File: config.mk
export PLATFORM = sky130hd
export DESIGN_NAME = remappable_output_select
export DESIGN_NICKNAME = d
export VERILOG_FILES = /design/src/hw/output_select_pkg.sv /design/src/hw/pin_function_mux.sv /design/src/hw/remappable_output_select.sv
export SDC_FILE = /design/constraint.sdc
export NUM_CORES = 1
export LEC_CHECK = 0
export BUFFER_PORTS_ARGS = -buffer_cell sky130_fd_sc_hd__buf_2
export CAP_MARGIN = 30
export CORE_ASPECT_RATIO = 0.8
export CORE_MARGIN = 10
export CORE_UTILIZATION = 40
export DETAILED_ROUTE_END_ITERATION = 10
export PLACE_DENSITY = 0.75
export REMOVE_ABC_BUFFERS = 1
export SYNTH_ARGS = -nofsm -noshare
export SYNTH_HDL_FRONTEND = slang
export SYNTH_HIERARCHICAL = 1
export SYNTH_SLANG_ARGS = --single-unit
export TNS_END_PERCENT = 10
File: constraint.sdc
create_clock -name clk_sys -period 1.6 [get_ports clk_sys]
set_input_delay 0.32 -clock clk_sys [delete_from_list [all_inputs] [get_ports clk_sys]]
set_output_delay 0.32 -clock clk_sys [all_outputs]
set_load 0.005 [all_outputs]
File: src/hw/output_select_pkg.sv
package output_select_pkg;

  localparam int          SEL_WIDTH      = 6;
  localparam int          REG_WIDTH      = 16;
  localparam int          PIN_COUNT      = 4;
  localparam int          SOURCE_COUNT   = 26;
  localparam int          ADDR_WIDTH     = 4;

  // register byte addresses (one aligned 32-bit word each)
  localparam logic [3:0]  ADDR_SEL_64_65 = 4'h0;
  localparam logic [3:0]  ADDR_SEL_66_67 = 4'h4;
  localparam logic [3:0]  ADDR_PIN_STATE = 4'h8;

  // field positions inside a selector register
  localparam int          LOW_FIELD_LSB  = 0;
  localparam int          HIGH_FIELD_LSB = 8;

  localparam logic [5:0]  SEL_RESET      = 6'h00;
  localparam logic [31:0] UNMAPPED_READ  = 32'h0000_0000;

  // function selector codes
  localparam logic [5:0]  FN_DEFAULT_PORT   = 6'h00;
  localparam logic [5:0]  FN_UART1_TX       = 6'h01;
  localparam logic [5:0]  FN_UART1_RTS      = 6'h02;
  localparam logic [5:0]  FN_SPI1_SDO       = 6'h05;
  localparam logic [5:0]  FN_SPI1_SCK       = 6'h06;
  localparam logic [5:0]  FN_SPI1_CS        = 6'h07;
  localparam logic [5:0]  FN_REFCLK         = 6'h0E;
  localparam logic [5:0]  FN_CCP1           = 6'h0F;
  localparam logic [5:0]  FN_CCP2           = 6'h10;
  localparam logic [5:0]  FN_CCP3           = 6'h11;
  localparam logic [5:0]  FN_CCP4           = 6'h12;
  localparam logic [5:0]  FN_CMP1           = 6'h17;
  localparam logic [5:0]  FN_CMP2           = 6'h18;
  localparam logic [5:0]  FN_CMP3           = 6'h19;
  localparam logic [5:0]  FN_PWM4_HIGH      = 6'h22;
  localparam logic [5:0]  FN_PWM4_LOW       = 6'h23;
  localparam logic [5:0]  FN_PWM_EVENT_A    = 6'h24;
  localparam logic [5:0]  FN_PWM_EVENT_B    = 6'h25;
  localparam logic [5:0]  FN_ENCODER_CMP    = 6'h26;
  localparam logic [5:0]  FN_LOGIC_CELL1    = 6'h28;
  localparam logic [5:0]  FN_LOGIC_CELL2    = 6'h29;
  localparam logic [5:0]  FN_PWM_EVENT_C    = 6'h2C;
  localparam logic [5:0]  FN_PWM_EVENT_D    = 6'h2D;
  localparam logic [5:0]  FN_TRIGGER_24     = 6'h2E;
  localparam logic [5:0]  FN_TRIGGER_25     = 6'h2F;
  localparam logic [5:0]  FN_LOGIC_CELL3    = 6'h32;

  // bit index of each source in the peripheral output vector
  localparam int          SRC_UART1_TX    = 0;
  localparam int          SRC_UART1_RTS   = 1;
  localparam int          SRC_SPI1_SDO    = 2;
  localparam int          SRC_SPI1_SCK    = 3;
  localparam int          SRC_SPI1_CS     = 4;
  localparam int          SRC_REFCLK      = 5;
  localparam int          SRC_CCP1        = 6;
  localparam int          SRC_CCP2        = 7;
  localparam int          SRC_CCP3        = 8;
  localparam int          SRC_CCP4        = 9;
  localparam int          SRC_CMP1        = 10;
  localparam int          SRC_CMP2        = 11;
  localparam int          SRC_CMP3        = 12;
  localparam int          SRC_PWM4_HIGH   = 13;
  localparam int          SRC_PWM4_LOW    = 14;
  localparam int          SRC_PWM_EVENT_A = 15;
  localparam int          SRC_PWM_EVENT_B = 16;
  localparam int          SRC_ENCODER_CMP = 17;
  localparam int          SRC_LOGIC_CELL1 = 18;
  localparam int          SRC_LOGIC_CELL2 = 19;
  localparam int          SRC_PWM_EVENT_C = 20;
  localparam int          SRC_PWM_EVENT_D = 21;
  localparam int          SRC_TRIGGER_24  = 22;
  localparam int          SRC_TRIGGER_25  = 23;
  localparam int          SRC_LOGIC_CELL3 = 24;
  localparam int          SRC_SPARE       = 25;

  typedef enum logic [1:0] {
    BUS_IDLE,
    BUS_ANSWER
  } bus_state_type;

endpackage

File: src/hw/pin_function_mux.sv
`timescale 1ns/100ps
module pin_function_mux
  import output_select_pkg::*;
(
  input  wire logic [SEL_WIDTH-1:0]    function_sel,
  input  wire logic [SOURCE_COUNT-1:0] peripheral_out,
  input  wire logic                    port_data,
  input  wire logic                    port_direction_setting,
  output logic                         pin_level,
  output logic                         pin_drive
);

  logic       routed;
  logic       routed_level;

  always_comb begin
    routed       = 1'b1;
    routed_level = 1'b0;
    case (function_sel)
      FN_UART1_TX:    routed_level = peripheral_out[SRC_UART1_TX];
      FN_UART1_RTS:   routed_level = peripheral_out[SRC_UART1_RTS];
      FN_SPI1_SDO:    routed_level = peripheral_out[SRC_SPI1_SDO];
      FN_SPI1_SCK:    routed_level = peripheral_out[SRC_SPI1_SCK];
      FN_SPI1_CS:     routed_level = peripheral_out[SRC_SPI1_CS];
      FN_REFCLK:      routed_level = peripheral_out[SRC_REFCLK];
      FN_CCP1:        routed_level = peripheral_out[SRC_CCP1];
      FN_CCP2:        routed_level = peripheral_out[SRC_CCP2];
      FN_CCP3:        routed_level = peripheral_out[SRC_CCP3];
      FN_CCP4:        routed_level = peripheral_out[SRC_CCP4];
      FN_CMP1:        routed_level = peripheral_out[SRC_CMP1];
      FN_CMP2:        routed_level = peripheral_out[SRC_CMP2];
      FN_CMP3:        routed_level = peripheral_out[SRC_CMP3];
      FN_PWM4_HIGH:   routed_level = peripheral_out[SRC_PWM4_HIGH];
      FN_PWM4_LOW:    routed_level = peripheral_out[SRC_PWM4_LOW];
      FN_PWM_EVENT_A: routed_level = peripheral_out[SRC_PWM_EVENT_A];
      FN_PWM_EVENT_B: routed_level = peripheral_out[SRC_PWM_EVENT_B];
      FN_PWM_EVENT_C: routed_level = peripheral_out[SRC_PWM_EVENT_C];
      FN_PWM_EVENT_D: routed_level = peripheral_out[SRC_PWM_EVENT_D];
      FN_ENCODER_CMP: routed_level = peripheral_out[SRC_ENCODER_CMP];
      FN_LOGIC_CELL1: routed_level = peripheral_out[SRC_LOGIC_CELL1];
      FN_LOGIC_CELL2: routed_level = peripheral_out[SRC_LOGIC_CELL2];
      FN_LOGIC_CELL3: routed_level = peripheral_out[SRC_LOGIC_CELL3];
      FN_TRIGGER_24:  routed_level = peripheral_out[SRC_TRIGGER_24];
      FN_TRIGGER_25:  routed_level = peripheral_out[SRC_TRIGGER_25];
      default:        routed       = 1'b0;
    endcase
  end

  // a routed function owns the buffer whatever the direction bit says
  always_comb begin
    if (routed) begin
      pin_level = routed_level;
      pin_drive = 1'b1;
    end else begin
      pin_level = port_data;
      pin_drive = !port_direction_setting;
    end
  end

endmodule // pin_function_mux

File: src/hw/remappable_output_select.sv
`timescale 1ns/100ps
// Contract
// - Six-bit selector per pin; zero leaves the pin to its port logic.
// - Codes 1 and 2 route first UART transmit and request-to-send.
// - Codes 5, 6, 7 route first SPI data, clock and chip select.
// - Code 14 routes the reference clock output.
// - Codes 15 to 18 route capture/compare units one to four.
// - Codes 23, 24, 25 route comparators one, two, three.
// - Codes 34 and 35 route PWM generator four high and low sides.
// - Codes 36, 37, 44, 45 route PWM events A, B, C, D.
// - Code 38 routes the encoder comparator output.
// - Codes 40, 41, 50 route logic cells one, two, three.
// - Codes 46 and 47 route primary core trigger outputs 24 and 25.
// - First register: bits 13-8 pin 65, bits 5-0 pin 64.
// - Second register: bits 13-8 pin 67, bits 5-0 pin 66.
// - Bits 15-14 and 7-6 ignore writes and read zero.
// - A routed function drives the pin regardless of direction setting.
module remappable_output_select
  import output_select_pkg::*;
(
  input  wire logic                    clk_sys,
  input  wire logic                    rst_b,
  input  wire logic [ADDR_WIDTH-1:0]   avs_address,
  input  wire logic                    avs_read,
  input  wire logic                    avs_write,
  input  wire logic [31:0]             avs_writedata,
  input  wire logic [3:0]              avs_byteenable,
  output logic [31:0]                  avs_readdata,
  output logic                         avs_waitrequest,
  input  wire logic [SOURCE_COUNT-1:0] peripheral_out,
  input  wire logic [PIN_COUNT-1:0]    port_data,
  input  wire logic [PIN_COUNT-1:0]    port_direction_setting,
  output logic [PIN_COUNT-1:0]         remappable_output_pin,
  output logic [PIN_COUNT-1:0]         remappable_output_pin_oe
);

  bus_state_type               bus_state;
  logic [SEL_WIDTH-1:0]        pin_sel [PIN_COUNT];
  logic [PIN_COUNT-1:0]        next_pin_level;
  logic [PIN_COUNT-1:0]        next_pin_drive;
  logic                        access;
  logic                        write_low_lane;
  logic                        write_high_lane;

  assign access          = avs_read || avs_write;
  assign write_low_lane  = avs_write && avs_byteenable[0] && bus_state == BUS_IDLE;
  assign write_high_lane = avs_write && avs_byteenable[1] && bus_state == BUS_IDLE;

  // every access is answered one cycle after it is presented
  always_ff @(posedge clk_sys or negedge rst_b) begin
    if (!rst_b) begin
      bus_state <= BUS_IDLE;
    end else begin
      case (bus_state)
        BUS_IDLE:   bus_state <= access ? BUS_ANSWER : BUS_IDLE;
        BUS_ANSWER: bus_state <= BUS_IDLE;
        default:    bus_state <= BUS_IDLE;
      endcase
    end
  end

  always_ff @(posedge clk_sys or negedge rst_b) begin
    if (!rst_b) begin
      avs_waitrequest <= 1'b1;
    end else begin
      avs_waitrequest <= !(access && bus_state == BUS_IDLE);
    end
  end

  // pins 64/65 in register 0, 66/67 in register 1; even pin in low field
  generate
    for (genvar p = 0; p < PIN_COUNT; p++) begin : g_sel
      localparam logic [3:0] REG_ADDR = (p < 2) ? ADDR_SEL_64_65 : ADDR_SEL_66_67;
      localparam bit         HIGH     = (p % 2) == 1;
      localparam int         LSB      = HIGH ? HIGH_FIELD_LSB : LOW_FIELD_LSB;
      logic lane_ok;
      assign lane_ok = HIGH ? write_high_lane : write_low_lane;
      always_ff @(posedge clk_sys or negedge rst_b) begin
        if (!rst_b) begin
          pin_sel[p] <= SEL_RESET;
        end else if (lane_ok && avs_address == REG_ADDR) begin
          pin_sel[p] <= avs_writedata[LSB +: SEL_WIDTH];
        end
      end

      pin_function_mux u_mux (
        .function_sel           (pin_sel[p]),
        .peripheral_out         (peripheral_out),
        .port_data              (port_data[p]),
        .port_direction_setting (port_direction_setting[p]),
        .pin_level              (next_pin_level[p]),
        .pin_drive              (next_pin_drive[p])
      );
    end
  endgenerate

  always_ff @(posedge clk_sys or negedge rst_b) begin
    if (!rst_b) begin
      avs_readdata <= UNMAPPED_READ;
    end else if (avs_read && bus_state == BUS_IDLE) begin
      case (avs_address)
        ADDR_SEL_64_65: avs_readdata <= {16'h0000, 2'b00, pin_sel[1], 2'b00, pin_sel[0]};
        ADDR_SEL_66_67: avs_readdata <= {16'h0000, 2'b00, pin_sel[3], 2'b00, pin_sel[2]};
        ADDR_PIN_STATE: avs_readdata <= {24'h000000, remappable_output_pin_oe,
                                         remappable_output_pin};
        default:        avs_readdata <= UNMAPPED_READ;
      endcase
    end
  end

  // registered pin drive keeps outputs glitch free; costs one cycle of latency
  always_ff @(posedge clk_sys or negedge rst_b) begin
    if (!rst_b) begin
      remappable_output_pin    <= '0;
      remappable_output_pin_oe <= '0;
    end else begin
      remappable_output_pin    <= next_pin_level;
      remappable_output_pin_oe <= next_pin_drive;
    end
  end

endmodule // remappable_output_select

Yosys cells after proc, flatten, opt, wreduce, memory -nomap -nowiden
Index checks and enable logic that the tools add are counted.
- memory bits (writable): 0
- flip-flop bits (word level): 67
- bits in latches: 0
- memories kept: 0
- ROM bits: 0
- output and inout port bits: 41
- add/subtract/negate cells: 0
- bitwise operators: 0
- eq/ne operators: 102
- reductions and logical operators: 22
- multipliers: 0
- order comparisons: 0
- divide/modulo/power cells: 0
- shift operators: 0
- mux-type cells: 19
- operators by type and width (cell ; count):
    $eq A6 B6 Y1 const B ; 48
    $eq A6 B5 Y1 const B ; 24
    $pmux W1 S25 ; 4
    $reduce_or A25 Y1 ; 4
    $eq A6 B3 Y1 const B ; 12
    $eq A6 B4 Y1 const B ; 8
    $pmux W14 S3 ; 1
    $eq A6 B1 Y1 const B ; 4
    $eq A6 B2 Y1 const B ; 4
    $mux W1 ; 13
    $logic_and A1 B1 Y1 ; 10
    $logic_not A1 Y1 ; 5
    $eq A4 B3 Y1 const B ; 1
    $eq A4 B4 Y1 const B ; 1
    $logic_not A4 Y1 ; 1
    $logic_not A2 Y1 ; 1
    $mux W2 ; 1
    $logic_or A1 B1 Y1 ; 1

Depth between registers and ports, before layout
Gate-level depths: netlist of run 1.
- word-level depth: 4
- gate-level depth with buffers: 6
- depth with buffers taken out: 5

Cells and area by module
The synthesis of run 1 kept the hierarchy.
- by module, submodules not included (module ; cells an instance ; area an instance (sq um) ; sequential area each (sq um) ; times used):
    remappable_output_select ; 156 ; 2024.4 ; 1202.4 ; 1
    pin_function_mux ; 70 ; 449.2 ; 0.0 ; 4

Least setup slack after synthesis of run 1
OpenSTA, ideal clock, no wires.
- path kind: flip-flop to flip-flop
- from: register pin_sel[3] (netlist bit)
- to: register remappable_output_pin[3]
- path slack: 0.078 ns
- data arrival time: 1.378 ns
- cell stages (with the launch flop): 6
- setup time: 0.144 ns
- period minus slack after synthesis: 1.522 ns
- required time: 1.456 ns
- path through: dfrtp_1 > clkbuf_1 > nor4_1 > or3_1 > a311oi_1 > a41oi_1
- word-level cells in the longest chain between the ends: 4
- elaborated cells on any way between the ends: 29
- those cells by class: eq/ne: 25; mux: 3; reduce/logical: 1
- RTL lines (element ; line ; source):
    start, declared ; remappable_output_select.sv:38 ; logic [SEL_WIDTH-1:0] pin_sel [PIN_COUNT];
    start signal, assigned by index ; remappable_output_select.sv:82 ; pin_sel[p] <= avs_writedata[LSB +: SEL_WIDTH];
    $eq A6 B1 Y1, or another cell as far along ; pin_function_mux.sv:19 ; case (function_sel)
    $reduce_or A25 Y1 (no line) ; -- ;
    $mux W1 ; pin_function_mux.sv:19 ;
    $mux W1 * ; pin_function_mux.sv:51 ; if (routed) begin
    named net next_pin_level[3] ; remappable_output_select.sv:39 ; logic [PIN_COUNT-1:0] next_pin_level;
    end signal, assigned ; remappable_output_select.sv:117 ; remappable_output_pin <= next_pin_level;
    end, declared ; remappable_output_select.sv:33 ; output logic [PIN_COUNT-1:0] remappable_output_pin,
Mark *: on every way through the listed nets, which the timed path passes. The rest lies on a longest branch.
A chain may end at the register's enable or synchronous reset.

Worst setup path in the final report of run 1
- from: register pin_sel[22] (netlist bit)
- to: register remappable_output_pin[0]
The elaborated chain is that of the path after synthesis.

==> flow_summary_export.csv, run 1 <==
group,metric,value,unit
run_status,status,"finished, violations left",
run_status,failed_checks,"negative setup slack",
floorplan,rows,31,
power,p_per_area,941,nW/um^2
critical_path,crit_arrival,1.91,ns
logic_synthesis,ys_warn_count,6,
timing,slew_viol_final,0,
layout,area_delta_synth_final,41.3,%
clock_tree,cts_root_buf,"clkbuf_16",
floorplan,core_area,9190,um^2
route,ant_nets,0,
clock_tree,clkTransAtPathRegs,0.07,ns
timing,post-route-min-period,1.70,ns
timing,setup_viol,6,
critical_path,path_class,"flip-flop to flip-flop",
logic_synthesis,async_flop_share,100,%
power,switching_share,36.0,%
power,power_leakage,0.00242,uW
power,power_frac_comb,44.4,%
critical_path,cp_cell_sequence,"buf_2 -> or4b_1 -> o22ai_2 -> a311oi_2 -> a41oi_2",
floorplan,fp.dieH,107,um
global_routing,grt-ovfl-total,0,
logic_synthesis,syn_inst,436,
critical_path,cpPeakStageDelay,0.54,ns
logic_synthesis,syn_avg_cell_area,8.76,um^2
timing,rsz0062_at_grt,"true",
layout,layout-drive-gt1-share,42.2,%
power,irDropWorstVdd,0.742,mV
clock_tree,cts_made_buffers,5,
critical_path,worst_path_max_delay_cell,"or4b_1",
flow_run,cap_violations,0,
critical_path,cp_max_fo,7,
place,numPortBuffers,77,
clock_tree,cts_max_level,2,
global_routing,grt_usage,19.6,%
route,route.vias.total,4188,
hold_path,hold_end,"pin_sel[16]",
critical_path,crit_path_end_kind,"flip-flop",
global_routing,grt_max_degree,31,
critical_path,rrSetupSlack,-0.10,ns
timing,max_freq,587,MHz
floorplan,dieArea,13900,um^2
critical_path,r2r-end,"remappable_output_pin[0]",
global_routing,grt_pass1_wl,21900,um
route,vias_per_cell,5.81,
route,post-route-drc-count,0,
clock_tree,cts.path.max_buffers,2,
hold_path,hold_class,"input port to flip-flop",
critical_path,setup.worst_path.start_class,"flip-flop",
timing,hold_violations,0,
logic_synthesis,synth_edf_count,0,
power,seqPwrFrac,34.5,%
hold_path,min_from,"avs_writedata[12]",
route,drt-pass1-iter-count,8,
critical_path,reg2reg_depth,5,
place,place_congestion,0.966,
timing,fin_crit_sh,107,%
timing,whs,0.261,ns
layout,num-fill-cells,804,
route,wl_per_cell,19.5,um
route,drt_iter0_drc,437,
critical_path,r2r-start,"pin_sel[22]",
critical_path,required,1.80,ns
layout,fin_nets,683,
power,switchingPower,1830,uW
power,finalPower,5080,uW
global_routing,first_global_vias,4222,
timing,fin_skew,0.00723,ns
logic_synthesis,ys_ff_latch,48,
place,dp_worst_setup_slack,-0.195,ns
logic_synthesis,ys.flop_type,"dfrtp_1",
logic_synthesis,synth_area,3820,um^2
logic_synthesis,ys_types,42,
layout,antenna_cells,0,
hold_path,holdPathStages,2,
timing,fin_ws,-0.104,ns
clock_tree,cts_tree,"built",
power,clkPwrFrac,21.1,%
global_routing,antenna_found_initial,0,
floorplan,pin_count,119,
clock_tree,cts.sinks,48,
floorplan,start_util,41.6,%
place,dp.cells,697,
clock_tree,clk-insertion-delay-late,0.29,ns
floorplan,fp.dieW,129,um
logic_synthesis,synth.yosys.seq_area_share,31.5,%
place,hpwl,10800,um
route,wl,14000,um
layout,finalNonFillerCells,721,
power,intPower,3250,uW
## synthesized netlist by cell type, types with 8 or more instances
master	count	area share, %
nand2_1	42	4.1
o22ai_1	8	1.3
or4b_1	8	2.1
o21ai_1	18	2.4
nand2b_1	9	1.5
nor2b_1	10	1.6
inv_1	9	0.88
a21oi_1	12	1.6
nand3b_1	28	5.5
mux2_1	24	7.1
a2111oi_0	8	1.8
or2_1	8	1.3
nand3_1	14	1.8
nor4_1	8	1.3
a211o_1	8	1.8
nor3b_1	16	3.1
mux2i_1	8	2.1
o21ai_0	20	2.6
buf_4	22	4.3
dfrtp_1	47	31
buf_2	22	2.9
nor2_1	18	1.8
## how the worst max path moves through the flow
stage                         from                  endpoint  slack (ns)  cells past startpoint
floorplan           avs_address[1]               pin_sel[12]       -0.31                      3
global placement       pin_sel[23]  remappable_output_pin[0]       -0.16                      6
detailed placement     pin_sel[23]  remappable_output_pin[0]       -0.19                      6
CTS                     pin_sel[6]  remappable_output_pin[2]       -0.10                      5
global route           pin_sel[14]  remappable_output_pin[1]       -0.14                      6
finish                 pin_sel[22]  remappable_output_pin[0]       -0.10                      5
## metrics by stage
stage	TNS [ns]	cell area [um^2]	utilization (%)
floorplan	-3.81	3580	-
global placement	-2.19	4900	53.3
detailed placement	-3.51	4900	53.3
CTS	-0.412	5260	57.2
global route	-0.754	5400	58.7
finish	-0.312	5400	58.7
## metal layers
layer,vias to the layer above,part of all wire [%],global-route usage (%)
li1,1945,-,-
met1,2011,41,24.8
met2,195,49,32.6
met3,37,7.7,3.55
met4,0,2.5,7.05
met5,-,0,0
## registers in the layout, indices dropped and copies added, names as in the netlist
signal / flops
avs_readdata: 14
avs_waitrequest: 1
bus_state: 1
pin_sel: 24
remappable_output_pin: 4
remappable_output_pin_oe: 4
## cells by family after synthesis
kind of cell,share of synthesized area (%)
flip-flops,31.5
AND/OR/NAND/NOR,28.5
AO/OA/AOI/OAI,19.7
other,0.0981
multiplexers,11.5
buffers and inverters,8.78
## power by group through the flow
| stage | clock, uW | sequential (uW) | combinational (uW) |
|---|---|---|---|
| 2_1_floorplan | 0 | 1770 | 760 |
| 4_1_cts | 1090 | 1730 | 2110 |
| 6_report | 1070 | 1750 | 2260 |
| 5_1_grt | 1140 | 1780 | 2440 |
| 3_3_place_gp | 0 | 1740 | 1890 |
| 3_5_place_dp | 0 | 1740 | 1940 |
## critical path: cells and delay by family, from the launching register on
family                 cells  cell delay (ns)
AOI/OAI and AO/OA          3             0.40
and+or+nand+nor            1             0.54
buffers and inverters      1             0.19
DFF                        1             0.48
## final cells by class
class / count / area [um^2] / area share (%)
Clock buffer: 6 / 139 / 2.57
Clock inverter: 2 / 10.0 / 0.185
Inverter: 9 / 33.8 / 0.626
Multi-Input combinational cell: 345 / 2490 / 46.2
Sequential cell: 48 / 1230 / 22.7
Tap cell: 115 / 144 / 2.67
Timing Repair Buffer: 196 / 1350 / 25.0
## placed cells by master (no fill, tap or decap), types with 5 or more instances in the layout
cell type / count
buf_4: 105
buf_2: 78
nand2_1: 40
dfrtp_1: 28
nand3b_1: 28
mux2_1: 24
o21ai_1: 20
dfrtp_2: 19
o21ai_0: 18
conb_1: 18
nor3b_1: 16
nor2_1: 15
nand3_1: 14
nor2b_1: 10
inv_1: 9
buf_6: 9
a21oi_1: 8
or2_1: 8
a211o_1: 8
or4b_1: 8
mux2i_1: 8
nor4_1: 8
nand2b_1: 6
a22oi_1: 6
a222oi_1: 6
clkbuf_16: 5
o22ai_1: 5
a2111oi_2: 5
## repair_timing
action / in CTS / in global routing
hold buffers: 1 / 0
resized for setup: 39 / 25
endpoints found under the setup margin: 8 / 8
hold endpoints to repair: 18 / 0
setup buffers: 10 / 6
pin swaps: 9 / 14
(Power assumes the default switching activity.)
==> inputs of run 2 (changes only) <==
--- a/config.mk
+++ b/config.mk
@@ -11,7 +11,7 @@
 export CORE_MARGIN = 10
 export CORE_UTILIZATION = 40
 export DETAILED_ROUTE_END_ITERATION = 10
-export PLACE_DENSITY = 0.75
+export PLACE_DENSITY = 0.67
 export REMOVE_ABC_BUFFERS = 1
 export SYNTH_ARGS = -nofsm -noshare
 export SYNTH_HDL_FRONTEND = slang
==> run 2 against run 1 <==
The flow still finishes with violations (negative setup slack). Worst hold slack got worse by 0.0050 ns. Sequential share of layout area increased by 0.74 points. Non-clock buffer count decreased by 18. Routed wire length decreased by 0.80%. Clock power increased by 20%. Global-route usage decreased by 0.086 points. First-iteration DRC count decreased by 7.1%. Largest cell class unchanged. Largest power group unchanged.
==> flow_summary_export.csv, run 2 (same netlist as run 1, synthesis figures left out) <==
group,metric,value,unit
run_status,status,"finished, violations left",
run_status,failed_checks,"negative setup slack",
critical_path,cp_max_fo,7,
clock_tree,cts_root_buf,"clkbuf_16",
layout,antenna_cells,0,
clock_tree,cts_tree,"built",
timing,whs,0.256,ns
hold_path,min_from,"avs_writedata[10]",
timing,post-route-min-period,1.69,ns
timing,slew_viol_final,0,
route,highest_layer,"met5",
route,wl_met1,5890,um
timing,setup_viol,7,
layout,num-fill-cells,849,
critical_path,r2r-start,"pin_sel[23]",
layout,fin_nets,665,
place,place_congestion,0.897,
global_routing,antenna_found_initial,1,
floorplan,fp.dieW,129,um
clock_tree,clk-insertion-delay-late,0.29,ns
clock_tree,cts_max_level,2,
layout,regMostFlops,"pin_sel",
critical_path,path_class,"flip-flop to flip-flop",
route,drt-pass1-iter-count,5,
critical_path,rrSetupSlack,-0.09,ns
place,numPortBuffers,77,
place,hpwl,10800,um
route,drt_iter0_drc,406,
floorplan,pin_count,119,
place,dp_worst_setup_slack,-0.158,ns
timing,hold_violations,0,
layout,layout-drive-gt1-share,38.3,%
critical_path,reg2reg_depth,7,
clock_tree,cts_made_buffers,5,
timing,fin_ws,-0.0943,ns
route,vias_per_cell,5.73,
power,irDropWorstVdd,0.698,mV
global_routing,grt_usage,19.5,%
critical_path,crit_arrival,1.88,ns
global_routing,grt_pass1_wl,21600,um
critical_path,crit_path_end_kind,"flip-flop",
floorplan,fp.dieH,107,um
global_routing,grt-ovfl-total,0,
clock_tree,cts.sinks,48,
route,wl_met2,7050,um
timing,max_freq,590,MHz
floorplan,core_area,9190,um^2
layout,largest_reg_flops,24,
route,ant_nets,0,
power,power_leakage,0.00235,uW
global_routing,first_global_vias,3989,
hold_path,hold_end,"pin_sel[14]",
layout,final_area,5210,um^2
timing,rsz0062_at_grt,"true",
route,route.vias.total,4031,
timing,fin_crit_sh,106,%
flow_run,cap_violations,0,
power,p_per_area,978,nW/um^2
hold_path,holdPathStages,2,
layout,final_common_cell,"buf_4",
layout,final_cell_mix,"buf_4, buf_2, nand2_1",
clock_tree,cts.path.max_buffers,2,
clock_tree,clkTransAtPathRegs,0.06,ns
critical_path,required,1.78,ns
hold_path,hold_class,"input port to flip-flop",
critical_path,setup.worst_path.start_class,"flip-flop",
floorplan,dieArea,13900,um^2
place,place_area,4810,um^2
route,wl_per_cell,19.8,um
layout,area_delta_synth_final,36.4,%
critical_path,r2r-end,"remappable_output_pin_oe[0]",
layout,largest_registers,"pin_sel x24, avs_readdata x14",
global_routing,grt_max_degree,33,
route,wl_met3,853,um
floorplan,start_util,41.6,%
route,wl,13900,um
route,post-route-drc-count,0,
timing,fin_skew,0.00365,ns
floorplan,rows,31,
## run 2: cell count changes in the layout (fill, tap and decap cells not counted), sizes merged
cell,delta
bufinv,+1
buf,-18
clkbuf,+1
clkinv,-2
## run 2: report_power, final
group	total (uW)	switching (uW)	internal, uW
Sequential	1730	311	1420
Clock	1280	456	823
Combinational	2090	994	1090
## run 2: repair_timing
action,in CTS,in global routing
gates resized for setup,35,9
hold endpoints to repair,16,0
buffers inserted,7,3
endpoints found under the setup margin,8,8
pin swaps,8,4
hold buffers,1,0
## run 2: area by class of cell
class | instances | area, um^2 | share of cell area, %
Clock inverter | 1 | 30.0 | 0.576
Tap cell | 115 | 144 | 2.76
Inverter | 9 | 33.8 | 0.648
Multi-Input combinational cell | 345 | 2450 | 46.9
Timing Repair Buffer | 178 | 1180 | 22.7
Clock buffer | 7 | 153 | 2.93
Sequential cell | 48 | 1220 | 23.5
## run 2: worst max-delay path, cell delays in order, from the launching register on
cell     delay, ns
dfrtp_2       0.46
buf_4         0.15
buf_6         0.12
nor3b_1       0.13
o21ai_1       0.15
a21oi_2       0.09
a211o_1       0.28
or2_1         0.21
## run 2: how the worst max path moves through the flow
stage / end / depth (start not counted) / start
after floorplan: pin_sel[12] / 3 / avs_address[1]
after global placement: pin_sel[15] / 6 / avs_address[1]
after detailed placement: pin_sel[15] / 6 / avs_address[1]
after CTS: remappable_output_pin[0] / 5 / pin_sel[22]
after global routing: remappable_output_pin[0] / 6 / pin_sel[23]
final: remappable_output_pin_oe[0] / 7 / pin_sel[23]
## run 2: stage by stage
stage               util [%]  setup TNS, ns  std cells  power, uW
floorplan                  -          -3.81        402       2530
global placement        52.4          -2.32        684       3580
detailed placement      52.4          -2.86        684       3620
CTS                     56.3         -0.164        700       5060
global route            56.7         -0.862        703       5390
finish                  56.7         -0.319        703       5100
## run 2: routing by layer
| layer | vias to the layer above | track usage, % |
|---|---|---|
| met5 | - | 0 |
| met4 | 2 | 4.94 |
| met3 | 14 | 3.99 |
| met2 | 139 | 33.4 |
| met1 | 1973 | 24.4 |
| li1 | 1903 | - |
